**config.mk**
```make
export PLATFORM = sky130hd
export DESIGN_NAME = dcs_regs
export DESIGN_NICKNAME = d
export VERILOG_FILES = /design/src/hw/dcs_pkg.sv /design/src/hw/dcs_regs.sv /design/src/hw/dcs_cal_divider.sv /design/src/hw/dcs_trim_mem.sv
export SDC_FILE = /design/constraint.sdc
export NUM_CORES = 2
export LEC_CHECK = 0
export BUFFER_PORTS_ARGS = -buffer_cell sky130_fd_sc_hd__buf_2
export CAP_MARGIN = 40
export CORE_MARGIN = 3
export CORE_UTILIZATION = 31
export DETAILED_ROUTE_END_ITERATION = 8
export PLACE_DENSITY = 0.46
export SETUP_SLACK_MARGIN = 0.4
export SLEW_MARGIN = 40
export SYNTH_ARGS = -nofsm -noshare
export SYNTH_HDL_FRONTEND = slang
export SYNTH_HIERARCHICAL = 1
export SYNTH_SLANG_ARGS = --single-unit
```
**constraint.sdc**
```tcl
create_clock -name clock -period 13.5 [get_ports clock]
set_clock_uncertainty 0.05 [all_clocks]
set_input_delay 1.35 -clock clock [delete_from_list [all_inputs] [get_ports clock]]
set_output_delay 1.35 -clock clock [all_outputs]
set_load 0.02 [all_outputs]
```
**src/hw/dcs_pkg.sv**
```systemverilog
// Behaviour
// Alarm bit 0 mirrors synchronizer update need
// Bits 5:4 report working trim memory state
// Divider setting 000 gives sample clock /4096
// Settings 001,010,011 give /2048,/1024,/512
// Each setting step doubles calibration clock rate; code doubles only through 011, settings 100 and up all give /32
// Fastest settings give sample clock /32
// Bit 7 flags self-calibration finished
// Bit 6 starts self-calibration into working memory
// Software keeps bits 3:0 zero when starting
// Self-calibration lasts about 100 ms at /4096
// Bit 5 flags memory transfer finished
// Bit 4 starts factory-to-working copy
// Transfer lasts about 15 ms at /4096; code uses one tick per word, 256 ticks, about 10.5 ms at 100 MHz
// Transfer steps on the divided calibration clock
// Bits 3,2,1 enable working write/read, factory read
// Address register 0x10 selects trim word
// Data register 0x11 carries trim word data
// Uncalibrated bit forces all words to default
// Uncalibrated bit stays set until software clears
// Register 0x15 reports quadrant in use
// Bit 5 of 0x16 selects software quadrant
// Soft reset self-clears, keeps memory, reports uncalibrated
// Manual sync bit stops automatic synchronizer updates
// One access enable at a time, address first
package dcs_pkg;
    // Register offsets
    localparam logic [7:0] ADDR_SOFT_RST  = 8'h00;
    localparam logic [7:0] ADDR_SYNC_CTRL = 8'h02;
    localparam logic [7:0] ADDR_CAL_STAT  = 8'h0E;
    localparam logic [7:0] ADDR_CAL_CTRL  = 8'h0F;
    localparam logic [7:0] ADDR_TRIM_ADDR = 8'h10;
    localparam logic [7:0] ADDR_TRIM_DATA = 8'h11;
    localparam logic [7:0] ADDR_QUAD_STAT = 8'h15;
    localparam logic [7:0] ADDR_QUAD_OVR  = 8'h16;
    // Field positions
    localparam int BIT_SOFT_RST   = 7;
    localparam int BIT_MANUAL     = 2;
    localparam int BIT_SYNC_UPD   = 1;
    localparam int BIT_ALARM      = 0;
    localparam int TRIM_ST_LSB    = 4;
    localparam int CAL_DIV_LSB    = 0;
    localparam int BIT_SC_DONE    = 7;
    localparam int BIT_SC_START   = 6;
    localparam int BIT_XF_DONE    = 5;
    localparam int BIT_XF_START   = 4;
    localparam int EN_LSB         = 1;
    localparam int BIT_FORCE_DEFAULT_TRIM      = 0;
    localparam int BIT_EXT_QUAD   = 5;
    localparam int QUAD_SEL_LSB   = 3;
    // Access enable codes on bits 3:1
    localparam logic [2:0] EN_WORK_WR = 3'h4;
    localparam logic [2:0] EN_WORK_RD = 3'h2;
    localparam logic [2:0] EN_FACT_RD = 3'h1;
    localparam logic [3:0] ACC_BITS_ZERO = 4'h0;
    // Working memory state codes
    localparam logic [1:0] TRIM_FORCE_DEFAULT_TRIM = 2'h0;
    localparam logic [1:0] TRIM_SELF  = 2'h1;
    localparam logic [1:0] TRIM_FACT  = 2'h2;
    localparam logic [1:0] TRIM_USER  = 2'h3;
    localparam logic [5:0] TRIM_DEFAULT = 6'h3F;
    localparam logic [7:0] WORD_LAST    = 8'hFF;
    localparam int         TRIM_WORDS   = 256;
    // Divider terminal counts (ratio minus one)
    localparam logic [11:0] DIV_LAST_4096 = 12'hFFF;
    localparam logic [11:0] DIV_LAST_2048 = 12'h7FF;
    localparam logic [11:0] DIV_LAST_1024 = 12'h3FF;
    localparam logic [11:0] DIV_LAST_512  = 12'h1FF;
    localparam logic [11:0] DIV_LAST_32   = 12'h01F;
    // Cycle durations, stated at the reference rate and slowest ratio
    localparam int START_A_TIME_US = 100000;
    localparam int XFER_TIME_US    = 15000;
    localparam int REF_RATE_MHZ    = 100;
    localparam int REF_RATIO       = 4096;
    localparam int SC_TICKS_WORD =
        START_A_TIME_US * REF_RATE_MHZ / REF_RATIO / TRIM_WORDS;
    localparam int XF_TICKS_WORD =
        XFER_TIME_US * REF_RATE_MHZ / REF_RATIO / TRIM_WORDS;
    localparam logic [3:0] SC_TICK_LAST = 4'(SC_TICKS_WORD - 1);
    localparam logic [3:0] XF_TICK_LAST = 4'(XF_TICKS_WORD - 1);
    // Sequencer states, Gray order along fill, idle, start_a, transfer
    typedef enum logic [1:0] {
        SEQ_FILL    = 2'h2,
        SEQ_IDLE    = 2'h0,
        SEQ_START_A = 2'h1,
        SEQ_XFER    = 2'h3
    } dcs_seq_t;
endpackage

```
**src/hw/dcs_regs.sv**
```systemverilog
`timescale 1ns/1ps
// Calibration memory manager and sync status registers
module dcs_regs
    import dcs_pkg::*;
(
    input  wire logic       clock,
    input  wire logic       rst_n,
    input  wire logic [7:0] reg_addr,
    input  wire logic       reg_wr,
    input  wire logic       reg_rd,
    input  wire logic [7:0] reg_wdata,
    output logic      [7:0] reg_rdata,
    input  wire logic       sync_alarm_in,
    input  wire logic [1:0] sync_auto_quadrant,
    output logic      [1:0] sync_quadrant_sel,
    output logic            sync_auto_update_en,
    output logic            sync_update_pulse,
    input  wire logic [5:0] start_a_result,
    output logic      [7:0] factory_addr,
    input  wire logic [5:0] factory_data,
    input  wire logic [7:0] core_trim_addr,
    output logic      [5:0] core_trim_data
);
    // Whole block state
    typedef struct packed {
        dcs_seq_t   seq;          // Sequencer state
        logic [7:0] seq_addr;     // Word under work
        logic [3:0] seq_tick;     // Calibration ticks within a word
        logic       sc_done;      // Self-calibration finished
        logic       xf_done;      // Transfer finished
        logic [2:0] mem_en;       // Access enables, bits 3:1
        logic       force_def;    // Uncalibrated operation
        logic       fill_done;    // Defaults fully loaded
        logic [1:0] trim_state;   // Working memory state code
        logic [2:0] cal_div;      // Calibration clock setting
        logic [7:0] trim_addr;    // Address register
        logic [5:0] trim_data;    // Data register
        logic       manual_sync;  // Manual synchronizer mode
        logic       sync_alarm;   // Captured alarm
        logic       ext_quad_en;  // Software quadrant select
        logic [1:0] ext_quad;     // Software quadrant value
        logic [1:0] cur_quad;     // Quadrant in use
        logic       sync_upd;     // Update request pulse
        logic [7:0] rdata;        // Read data
    } dcs_main_t;

    dcs_main_t  s_reg;      // Registered state
    dcs_main_t  s_next;     // Next state
    logic       cal_tick;   // Divided calibration clock tick
    logic       seq_run;    // Self-calibration or transfer running
    logic       mem_we;     // Working memory write strobe
    logic [7:0] mem_wa;     // Working memory write address
    logic [5:0] mem_wd;     // Working memory write data
    logic [5:0] work_rd;    // Working word at the address register
    logic [7:0] rd_word;    // Read mux output
    logic       last_tick;  // Final tick of a word

    // True on a register write to the given offset
    function automatic logic dcs_hit(input logic       wr,
                                     input logic [7:0] addr,
                                     input logic [7:0] off);
        dcs_hit = wr && (addr == off);
    endfunction

    // Ticks only while a timed cycle runs
    assign seq_run = (s_reg.seq == SEQ_START_A) || (s_reg.seq == SEQ_XFER);

    // Both timed cycles run from the same divided clock
    dcs_cal_divider u_div (
        .clock   (clock),
        .rst_n   (rst_n),
        .run     (seq_run),
        .div_sel (s_reg.cal_div),
        .tick    (cal_tick)
    );

    // Port a serves register reads, port b the analog core
    dcs_trim_mem u_mem (
        .clock   (clock),
        .rst_n   (rst_n),
        .we      (mem_we),
        .waddr   (mem_wa),
        .wdata   (mem_wd),
        .raddr_a (s_reg.trim_addr),
        .rdata_a (work_rd),
        .raddr_b (core_trim_addr),
        .rdata_b (core_trim_data)
    );

    // Factory memory follows the sequencer during a transfer
    assign factory_addr = (s_reg.seq == SEQ_XFER) ? s_reg.seq_addr
                                                  : s_reg.trim_addr;

    // Word boundary inside a timed cycle
    assign last_tick = (s_reg.seq == SEQ_START_A) ?
                       (s_reg.seq_tick == SC_TICK_LAST) :
                       (s_reg.seq_tick == XF_TICK_LAST);

    // Register read mux
    always_comb begin
        rd_word = '0;
        case (reg_addr)
            ADDR_SYNC_CTRL: begin
                rd_word[BIT_MANUAL] = s_reg.manual_sync;
                rd_word[BIT_ALARM]  = s_reg.sync_alarm;
            end
            ADDR_CAL_STAT: begin
                rd_word[TRIM_ST_LSB +: 2] = s_reg.trim_state;
                rd_word[CAL_DIV_LSB +: 3] = s_reg.cal_div;
            end
            ADDR_CAL_CTRL: begin
                rd_word[BIT_SC_DONE]   = s_reg.sc_done;
                rd_word[BIT_SC_START]  = (s_reg.seq == SEQ_START_A);
                rd_word[BIT_XF_DONE]   = s_reg.xf_done;
                rd_word[BIT_XF_START]  = (s_reg.seq == SEQ_XFER);
                rd_word[EN_LSB +: 3]   = s_reg.mem_en;
                rd_word[BIT_FORCE_DEFAULT_TRIM]     = s_reg.force_def;
            end
            ADDR_TRIM_ADDR: begin
                rd_word = s_reg.trim_addr;
            end
            ADDR_TRIM_DATA: begin
                rd_word[5:0] = s_reg.trim_data;
            end
            ADDR_QUAD_STAT: begin
                rd_word[1:0] = s_reg.cur_quad;
            end
            ADDR_QUAD_OVR: begin
                rd_word[BIT_EXT_QUAD]       = s_reg.ext_quad_en;
                rd_word[QUAD_SEL_LSB +: 2]  = s_reg.ext_quad;
            end
            default: begin
                rd_word = '0; // Unmapped and soft reset read as zero
            end
        endcase
    end

    // Sequencer, register writes and status in one pass
    always_comb begin
        s_next          = s_reg;
        mem_we          = 1'b0;
        mem_wa          = s_reg.seq_addr;
        mem_wd          = TRIM_DEFAULT;
        s_next.sync_upd = 1'b0;

        // Alarm status follows the synchronizer; quadrant status follows the override when enabled, else the synchronizer
        s_next.sync_alarm = sync_alarm_in;
        s_next.cur_quad   = s_reg.ext_quad_en ? s_reg.ext_quad
                                              : sync_auto_quadrant;

        // Sequencer
        case (s_reg.seq)
            SEQ_FILL: begin
                // One default word per clock; writes are blocked meanwhile
                mem_we          = 1'b1;
                s_next.seq_addr = s_reg.seq_addr + 8'h01;
                if (s_reg.seq_addr == WORD_LAST) begin
                    s_next.seq        = SEQ_IDLE;
                    s_next.fill_done  = 1'b1;
                    s_next.trim_state = TRIM_FORCE_DEFAULT_TRIM;
                end
            end
            SEQ_IDLE: begin
                // A freshly set uncalibrated bit reloads every word
                if (s_reg.force_def && !s_reg.fill_done) begin
                    s_next.seq      = SEQ_FILL;
                    s_next.seq_addr = '0;
                end
            end
            SEQ_START_A, SEQ_XFER: begin
                // A word is committed after its share of calibration ticks
                if (cal_tick) begin
                    if (last_tick) begin
                        s_next.seq_tick = '0;
                        mem_we          = 1'b1;
                        mem_wd          = (s_reg.seq == SEQ_START_A) ?
                                          start_a_result : factory_data;
                        s_next.seq_addr = s_reg.seq_addr + 8'h01;
                        if (s_reg.seq_addr == WORD_LAST) begin
                            s_next.seq = SEQ_IDLE;
                            if (s_reg.seq == SEQ_START_A) begin
                                s_next.sc_done    = 1'b1;
                                s_next.trim_state = TRIM_SELF;
                            end else begin
                                s_next.xf_done    = 1'b1;
                                s_next.trim_state = TRIM_FACT;
                            end
                        end
                    end else begin
                        s_next.seq_tick = s_reg.seq_tick + 4'h1;
                    end
                end
            end
            default: begin
                s_next.seq = SEQ_IDLE;
            end
        endcase

        // Calibration clock setting
        if (dcs_hit(reg_wr, reg_addr, ADDR_CAL_STAT)) begin
            s_next.cal_div = reg_wdata[CAL_DIV_LSB +: 3];
        end

        // Calibration control; starts need idle and bits 3:0 clear
        if (dcs_hit(reg_wr, reg_addr, ADDR_CAL_CTRL)) begin
            s_next.mem_en    = reg_wdata[EN_LSB +: 3];
            s_next.force_def = reg_wdata[BIT_FORCE_DEFAULT_TRIM];
            if (!reg_wdata[BIT_FORCE_DEFAULT_TRIM] || !s_reg.force_def) begin
                s_next.fill_done = 1'b0;
            end
            if ((s_reg.seq == SEQ_IDLE) &&
                (reg_wdata[3:0] == ACC_BITS_ZERO)) begin
                if (reg_wdata[BIT_SC_START]) begin
                    s_next.seq      = SEQ_START_A;
                    s_next.seq_addr = '0;
                    s_next.seq_tick = '0;
                    s_next.sc_done  = 1'b0;
                end else if (reg_wdata[BIT_XF_START]) begin
                    s_next.seq      = SEQ_XFER;
                    s_next.seq_addr = '0;
                    s_next.seq_tick = '0;
                    s_next.xf_done  = 1'b0;
                end
            end
        end

        // Address register
        if (dcs_hit(reg_wr, reg_addr, ADDR_TRIM_ADDR)) begin
            s_next.trim_addr = reg_wdata;
        end

        // Read modes keep the data register tracking the addressed word
        if (s_reg.mem_en == EN_WORK_RD) begin
            s_next.trim_data = work_rd;
        end else if (s_reg.mem_en == EN_FACT_RD) begin
            s_next.trim_data = factory_data;
        end

        // Data register; a write commits only with the write enable alone
        if (dcs_hit(reg_wr, reg_addr, ADDR_TRIM_DATA)) begin
            s_next.trim_data = reg_wdata[5:0];
            if ((s_reg.mem_en == EN_WORK_WR) && (s_reg.seq == SEQ_IDLE) &&
                !s_reg.force_def) begin
                mem_we            = 1'b1;
                mem_wa            = s_reg.trim_addr;
                mem_wd            = reg_wdata[5:0];
                s_next.trim_state = TRIM_USER;
            end
        end

        // Synchronizer mode and manual update request
        if (dcs_hit(reg_wr, reg_addr, ADDR_SYNC_CTRL)) begin
            s_next.manual_sync = reg_wdata[BIT_MANUAL];
            s_next.sync_upd    = reg_wdata[BIT_SYNC_UPD] &&
                                 reg_wdata[BIT_MANUAL];
        end

        // Quadrant override
        if (dcs_hit(reg_wr, reg_addr, ADDR_QUAD_OVR)) begin
            s_next.ext_quad_en = reg_wdata[BIT_EXT_QUAD];
            s_next.ext_quad    = reg_wdata[QUAD_SEL_LSB +: 2];
        end

        // Read data is held between reads
        if (reg_rd) begin
            s_next.rdata = rd_word;
        end

        // Soft reset clears registers but never touches memory contents
        if (dcs_hit(reg_wr, reg_addr, ADDR_SOFT_RST) &&
            reg_wdata[BIT_SOFT_RST]) begin
            s_next            = '0;
            s_next.seq        = SEQ_IDLE;
            s_next.trim_state = TRIM_FORCE_DEFAULT_TRIM;
        end
    end

    // State register; hard reset also reloads defaults into memory
    always_ff @(posedge clock) begin
        if (!rst_n) begin
            s_reg     <= '0;
            s_reg.seq <= SEQ_FILL;
        end else begin
            s_reg <= s_next;
        end
    end

    // Outputs
    assign reg_rdata           = s_reg.rdata;
    assign sync_quadrant_sel   = s_reg.cur_quad;
    assign sync_auto_update_en = !s_reg.manual_sync;
    assign sync_update_pulse   = s_reg.sync_upd;
endmodule

```
**src/hw/dcs_cal_divider.sv**
```systemverilog
`timescale 1ns/1ps
// Calibration clock as a one-cycle tick stream on the sample clock
module dcs_cal_divider
    import dcs_pkg::*;
(
    input  wire logic       clock,
    input  wire logic       rst_n,
    input  wire logic       run,
    input  wire logic [2:0] div_sel,
    output logic            tick
);
    // Counter and tick flop
    typedef struct packed {
        logic [11:0] cnt;
        logic        tick;
    } dcs_div_t;

    dcs_div_t s_reg;  // Registered state
    dcs_div_t s_next; // Next state

    // Setting to terminal count; steps 0 to 3 halve the ratio, settings 4 and up give 32
    function automatic logic [11:0] dcs_div_last(input logic [2:0] sel);
        case (sel)
            3'h0:    dcs_div_last = DIV_LAST_4096;
            3'h1:    dcs_div_last = DIV_LAST_2048;
            3'h2:    dcs_div_last = DIV_LAST_1024;
            3'h3:    dcs_div_last = DIV_LAST_512;
            default: dcs_div_last = DIV_LAST_32;
        endcase
    endfunction

    // Count while a cycle runs; restart so every cycle sees full periods
    always_comb begin
        s_next      = s_reg;
        s_next.tick = 1'b0;
        if (!run) begin
            s_next.cnt = '0;
        end else if (s_reg.cnt >= dcs_div_last(div_sel)) begin
            s_next.cnt  = '0;
            s_next.tick = 1'b1;
        end else begin
            s_next.cnt = s_reg.cnt + 12'h001;
        end
    end

    // State register
    always_ff @(posedge clock) begin
        if (!rst_n) begin
            s_reg <= '0;
        end else begin
            s_reg <= s_next;
        end
    end

    assign tick = s_reg.tick;
endmodule

```
**src/hw/dcs_trim_mem.sv**
```systemverilog
`timescale 1ns/1ps
// Working trim memory: one write port, two registered read ports
module dcs_trim_mem
    import dcs_pkg::*;
(
    input  wire logic       clock,
    input  wire logic       rst_n,
    input  wire logic       we,
    input  wire logic [7:0] waddr,
    input  wire logic [5:0] wdata,
    input  wire logic [7:0] raddr_a,
    output logic      [5:0] rdata_a,
    input  wire logic [7:0] raddr_b,
    output logic      [5:0] rdata_b
);
    // Read data flops
    typedef struct packed {
        logic [5:0] rd_a;
        logic [5:0] rd_b;
    } dcs_mem_t;

    logic [5:0] mem [0:TRIM_WORDS-1]; // Trim words, filled after reset
    dcs_mem_t   s_reg;                // Registered state
    dcs_mem_t   s_next;               // Next state

    // Reads see the old word on a same-address write
    always_comb begin
        s_next      = s_reg;
        s_next.rd_a = mem[raddr_a];
        s_next.rd_b = mem[raddr_b];
    end

    // Array has no reset; the sequencer loads defaults instead
    always_ff @(posedge clock) begin
        if (we) begin
            mem[waddr] <= wdata;
        end
    end

    // Read flops
    always_ff @(posedge clock) begin
        if (!rst_n) begin
            s_reg <= '0;
        end else begin
            s_reg <= s_next;
        end
    end

    assign rdata_a = s_reg.rd_a;
    assign rdata_b = s_reg.rd_b;
endmodule

```
# [Word-level counts from Yosys, hierarchy flattened]
# Memory sizes are Yosys's and may differ from the RTL's. A register that Yosys moved wholly into a read port is not among the register bits.
# Cells that the tools add are included.
[word_totals] ff_bits=69 latchBits=0 ramBits=1536 romBits=0 input_bits=43 out_inout_bits=26 wordCells=145 mem_count=1
[memory_table] name="u_mem.mem" words=256 word_bits=6 read_ports=2 rd_ports_with_merged_regs=2 wr=1 line="dcs_trim_mem.sv:22" rtl="logic [5:0] mem [0:TRIM_WORDS-1];"
[op_classes] n_addsub=3 multipliers=0 div_mod_pow=0 n_lt_le_gt_ge=1 n_eq_ne=18 shifts=0 n_mux=65 n_bitwise=3 reduce_logical=32
[op_table] operator="$mux 6" count=10
[op_table] operator="$mux 56" count=1
[op_table] operator="$pmux 12 s4" count=1
[op_table] operator="$mux 8" count=5
[op_table] operator="$eq 8x5->1 const B" count=4
[op_table] operator="$mux 16" count=2
[op_table] operator="$pmux 10 s3" count=1
[op_table] operator="$mux 14" count=2
[op_table] operator="$mux 21" count=1
[op_table] operator="$mux 10" count=2
[op_table] operator="$mux 2" count=10
[op_table] operator="$mux 1" count=17
[op_table] operator="$eq 8x4->1 const B" count=2
[op_table] operator="$logic_and 1x1->1" count=13
[op_table] operator="$add 12x1->12 const B" count=1
[op_table] operator="$ge 12x12->1" count=1
[op_table] operator="$mux 12" count=1
[op_table] operator="$pmux 1 s5" count=2
[op_table] operator="$pmux 2 s5" count=1
[op_table] operator="$eq 3x2->1 const B" count=3
[op_table] operator="$mux 3" count=3
[op_table] operator="$add 8x1->8 const B" count=1
[op_table] operator="$eq 8x2->1 const B" count=1
[op_table] operator="$eq 8x8->1 const B" count=1
[op_table] operator="other kinds (22)" count=36

# [Longest topological paths before layout]
[depth] ltp_word=11 ltp_mapped=12 mapped_depth_nobuf=8

# [By module]
# The synthesis kept the hierarchy.
[by_module_without_submodules] module="dcs_trim_mem" instances=1 cells_each=4365 area_per_inst_um2=74256.2 seq_area_each_um2=46364.5
[by_module_without_submodules] module="dcs_regs" instances=1 cells_each=392 area_per_inst_um2=3304.4 seq_area_each_um2=1121.1
[by_module_without_submodules] module="dcs_cal_divider" instances=1 cells_each=78 area_per_inst_um2=804.5 seq_area_each_um2=260.2

# [Least setup slack after synthesis]
# OpenSTA, ideal clock, no wires.
[synth_path] path_type="input port to flip-flop" from="in reg_addr[2]" to="mem u_mem.mem[0][2] (data pin)" setup_time_ns=1.389 arrival_ns=7.993 required_time_ns=12.061 slack_ns=4.068 path_stages=7 path_buffers=2 path_cell_list="clkbuf_1 -> or2_2 -> nor3_4 -> nand4_4 -> buf_6 -> nor2_1 -> nor2_1"
[synth_between] elab_chain_cells=3
[synth_rtl] item="start: declaration" line="dcs_regs.sv:8" rtl="input wire logic [7:0] reg_addr,"
[synth_rtl] item="$eq 8x5->1" line="dcs_regs.sv:62" rtl="dcs_hit = wr && (addr == off);"
[synth_rtl] item="$logic_and 1x1->1" line="dcs_regs.sv:62"
[synth_rtl] item="$mux 6" line="dcs_regs.sv:240" rtl="if (dcs_hit(reg_wr, reg_addr, ADDR_TRIM_DATA)) begin"
[synth_rtl] item="net mem_wd[2]" line="dcs_regs.sv:53" rtl="logic [5:0] mem_wd;"
[synth_rtl] item="end: declaration" line="dcs_trim_mem.sv:22"
# The timed path passes the listed nets, and every way through them passes these cells.

==> impl_metrics.yaml <==
floorplanning:
  boundaryPins: 69
  dieArea_um2: 258900
  fp.dieW_um: 508.8
  die_h_um: 508.8
  start_util: 0.3134
  rows: 183
  coreArea_um2: 250000
hold_path:
  hold_path.class: "reg -> reg"
timing:
  finalCriticalPeriod_ns: 5.686
  fmax_ghz: 0.1759
  finalWorstSetupSlack_ns: 7.814
  slew_headroom: 0.3637
  worstMarginPinSlew_ns: 0.9534
  timing.setup.tns_ns: 0
  period_share: 0.4212
  rsz0062_at_grt: "false"
  hold_violations: 0
  drv_slew: 0
  setup_viol: 0
worst_setup_path:
  crit_top_cell: "buf_4"
  cp_slowest_stage_delay_ns: 0.68
  worstSetupPathType: "reg -> reg"
  crit_path_cell_trace: "buf_4 > buf_4 > buf_4 > buf_4 > mux4_2 > nor3_1 > o21ai_0 > o311a_1 > nand4_1 > o22ai_1"
  arrival_ns: 6.32
  slowest_stage: "buf_4"
  path_max_fanout: 40
  cp.required_ns: 14.13
  crit_buf_inv: 4
  cp-start-kind: "flop"
  end_kind: "flop"
  critPathTopFamily: "buffers and inverters"
power:
  p_sw_frac: 0.2240
  power_frac_comb: 0.043
  switchingPower_mw: 2.441
  finalPower_mw: 10.90
  powerDensity_nw_per_um2: 124.0
  p_leak_nw: 23.57
  seq_power_share: 0.498
  p_clk_frac: 0.459
  p_int_mw: 8.457
  peakVddDrop_mv: 0.1059
finish:
  drive_gt1_frac: 0.2262
  final_core_util: 0.3516
  fillers: 23868
  layout.cells.most_common: "edfxtp_1"
  syn_to_final_growth_pct: 12.19
  mostFrequentLayoutCells: "edfxtp_1, mux2i_1, mux4_2"
  largest_reg_flops: 1536
  finalNonFillerCells: 8332
  fin_nets: 4899
grt:
  track_usage: 0.2333
  grt_antenna_before_repair: 22
  grt_max_degree: 117
  grt-ovfl-total: 0
  grt_pass1_wl_um: 421900
  grt_pass1_vias: 49590
clock_tree:
  cts_buffer_depth: 3
  root_buffer: "clkbuf_16"
  htree_levels: 4
  cts_hold_buffers: 0
  cts_buffers: 180
  cts_setup_buffers: 0
  cts_tree: "yes"
  post_cts_resized: 0
  clkTransAtPathRegs_ns: 0.06
  cts.sinks: 1617
  insertion_delay_ns: 0.83
logic_synthesis:
  yosysWarnings: 6
  ys.flop_type: "edfxtp_1"
  synth-edff-count: 1536
  netlist_instances: 4835
  ys_seq_area_frac: 0.6093
  yosysUniqueCellTypes: 96
  synth_area_um2: 78370
  syn_nets: 4889
  async_flop_share: 0
  ys_ff_latch: 1617
  avgSynthCellArea_um2: 16.21
detailed_routing:
  wire_per_inst_um: 36.98
  first_pass_iters: 6
  vias_per_cell: 6.069
  drc: 0
  ant_nets: 0
  drt_iter0_markers: 6704
  wl_um: 308100
  num_vias: 50567
placement:
  numPortBuffers: 68
  gp_congestion: 0.9099
  dpl.hpwl_um: 205800
  place_ws_ns: 7.518
  place_inst: 7990
run_status:
  status: "finished clean"
flow_run:
  maxCapViolCount: 0
## worst reg2reg max path: stages, from the launching register on
cell,delay [ns]
dfxtp_4,0.60
buf_4,0.57
buf_4,0.47
buf_4,0.69
buf_4,0.67
mux4_2,0.43
nor3_1,0.08
o21ai_0,0.44
o311a_1,0.46
nand4_1,0.49
o22ai_1,0.59
## stage by stage
stage | area, µm² | hold WS, ns
after detailed placement | 81910 | 0.4039
after CTS | 87790 | 0.4114
after floorplan | 78370 | 0.3813
after global routing | 87900 | 0.4337
after global placement | 81390 | 0.3919
final | 87920 | 0.4086
## final cells by class
class / count / area (µm²) / area share
flip-flops and latches: 1617 / 47760 / 0.5432
clock buffers: 238 / 4866 / 0.05535
clock inverters: 91 / 1021 / 0.01161
diodes: 10 / 25.02 / 0.0002846
inverters: 14 / 55.05 / 0.0006262
well taps: 3330 / 4167 / 0.04739
multi-input cells: 2811 / 28100 / 0.3196
repair buffers: 221 / 1924 / 0.02189
## Yosys cell counts, types with 73 or more instances
cell type / count / share of area
o221ai_1: 114 / 0.013
nand2_1: 212 / 0.010
a211oi_1: 74 / 0.0071
o22ai_1: 142 / 0.011
a21oi_1: 115 / 0.0073
nand3_1: 81 / 0.0052
dfxtp_1: 81 / 0.021
edfxtp_1: 1536 / 0.59
nor2_1: 391 / 0.019
a22oi_1: 84 / 0.0080
clkbuf_1: 148 / 0.0071
nor3_1: 75 / 0.0048
buf_2: 85 / 0.0054
mux4_2: 494 / 0.14
mux2i_1: 502 / 0.064
o21ai_0: 73 / 0.0047
## cells by family (layout without fill, tap and decap cells)
logic type / after synthesis / after routing / synth area share
XOR/XNOR: 13 / 13 / 0.001453
AO/OA/AOI/OAI: 753 / 753 / 0.06837
AND/OR/NAND/NOR: 959 / 959 / 0.05749
flip-flops: 1617 / 1617 / 0.6093
buffers and inverters: 407 / 564 / 0.03696
other: 0 / 10 / 0
adder cells (fa/ha/maj): 11 / 11 / 0.001756
multiplexers: 1075 / 1075 / 0.2247
## per-layer routing
layer / track usage / vias to the layer above / share of wire
met2: 0.3554 / 2823 / 0.45
li1: - / 20068 / -
met3: 0.06130 / 562 / 0.097
met1: 0.3185 / 27106 / 0.41
met5: 0 / - / 0.00018
met4: 0.08937 / 8 / 0.043
## final timing paths
check | from | to | slack, ns | cells past startpoint
max | s_reg[23] | u_mem/rdata_a[5] | 7.81 | 10
min | u_div/s_reg[1] | u_div/s_reg[1] | 0.41 | 1
max reg2reg | s_reg[23] | u_mem/rdata_a[5] | 7.81 | 10
min reg2reg | u_div/s_reg[1] | u_div/s_reg[1] | 0.41 | 1
## power groups by stage
stage | clock, mW | combinational (mW) | sequential, mW
floorplan | 0 | 0.274 | 5.53
global placement | 0 | 0.455 | 5.54
detailed placement | 0 | 0.458 | 5.54
CTS | 5.09 | 0.459 | 5.43
global route | 5.29 | 0.479 | 5.43
finish | 5.00 | 0.470 | 5.43
Note: power is estimated with default switching activity, not from simulation.
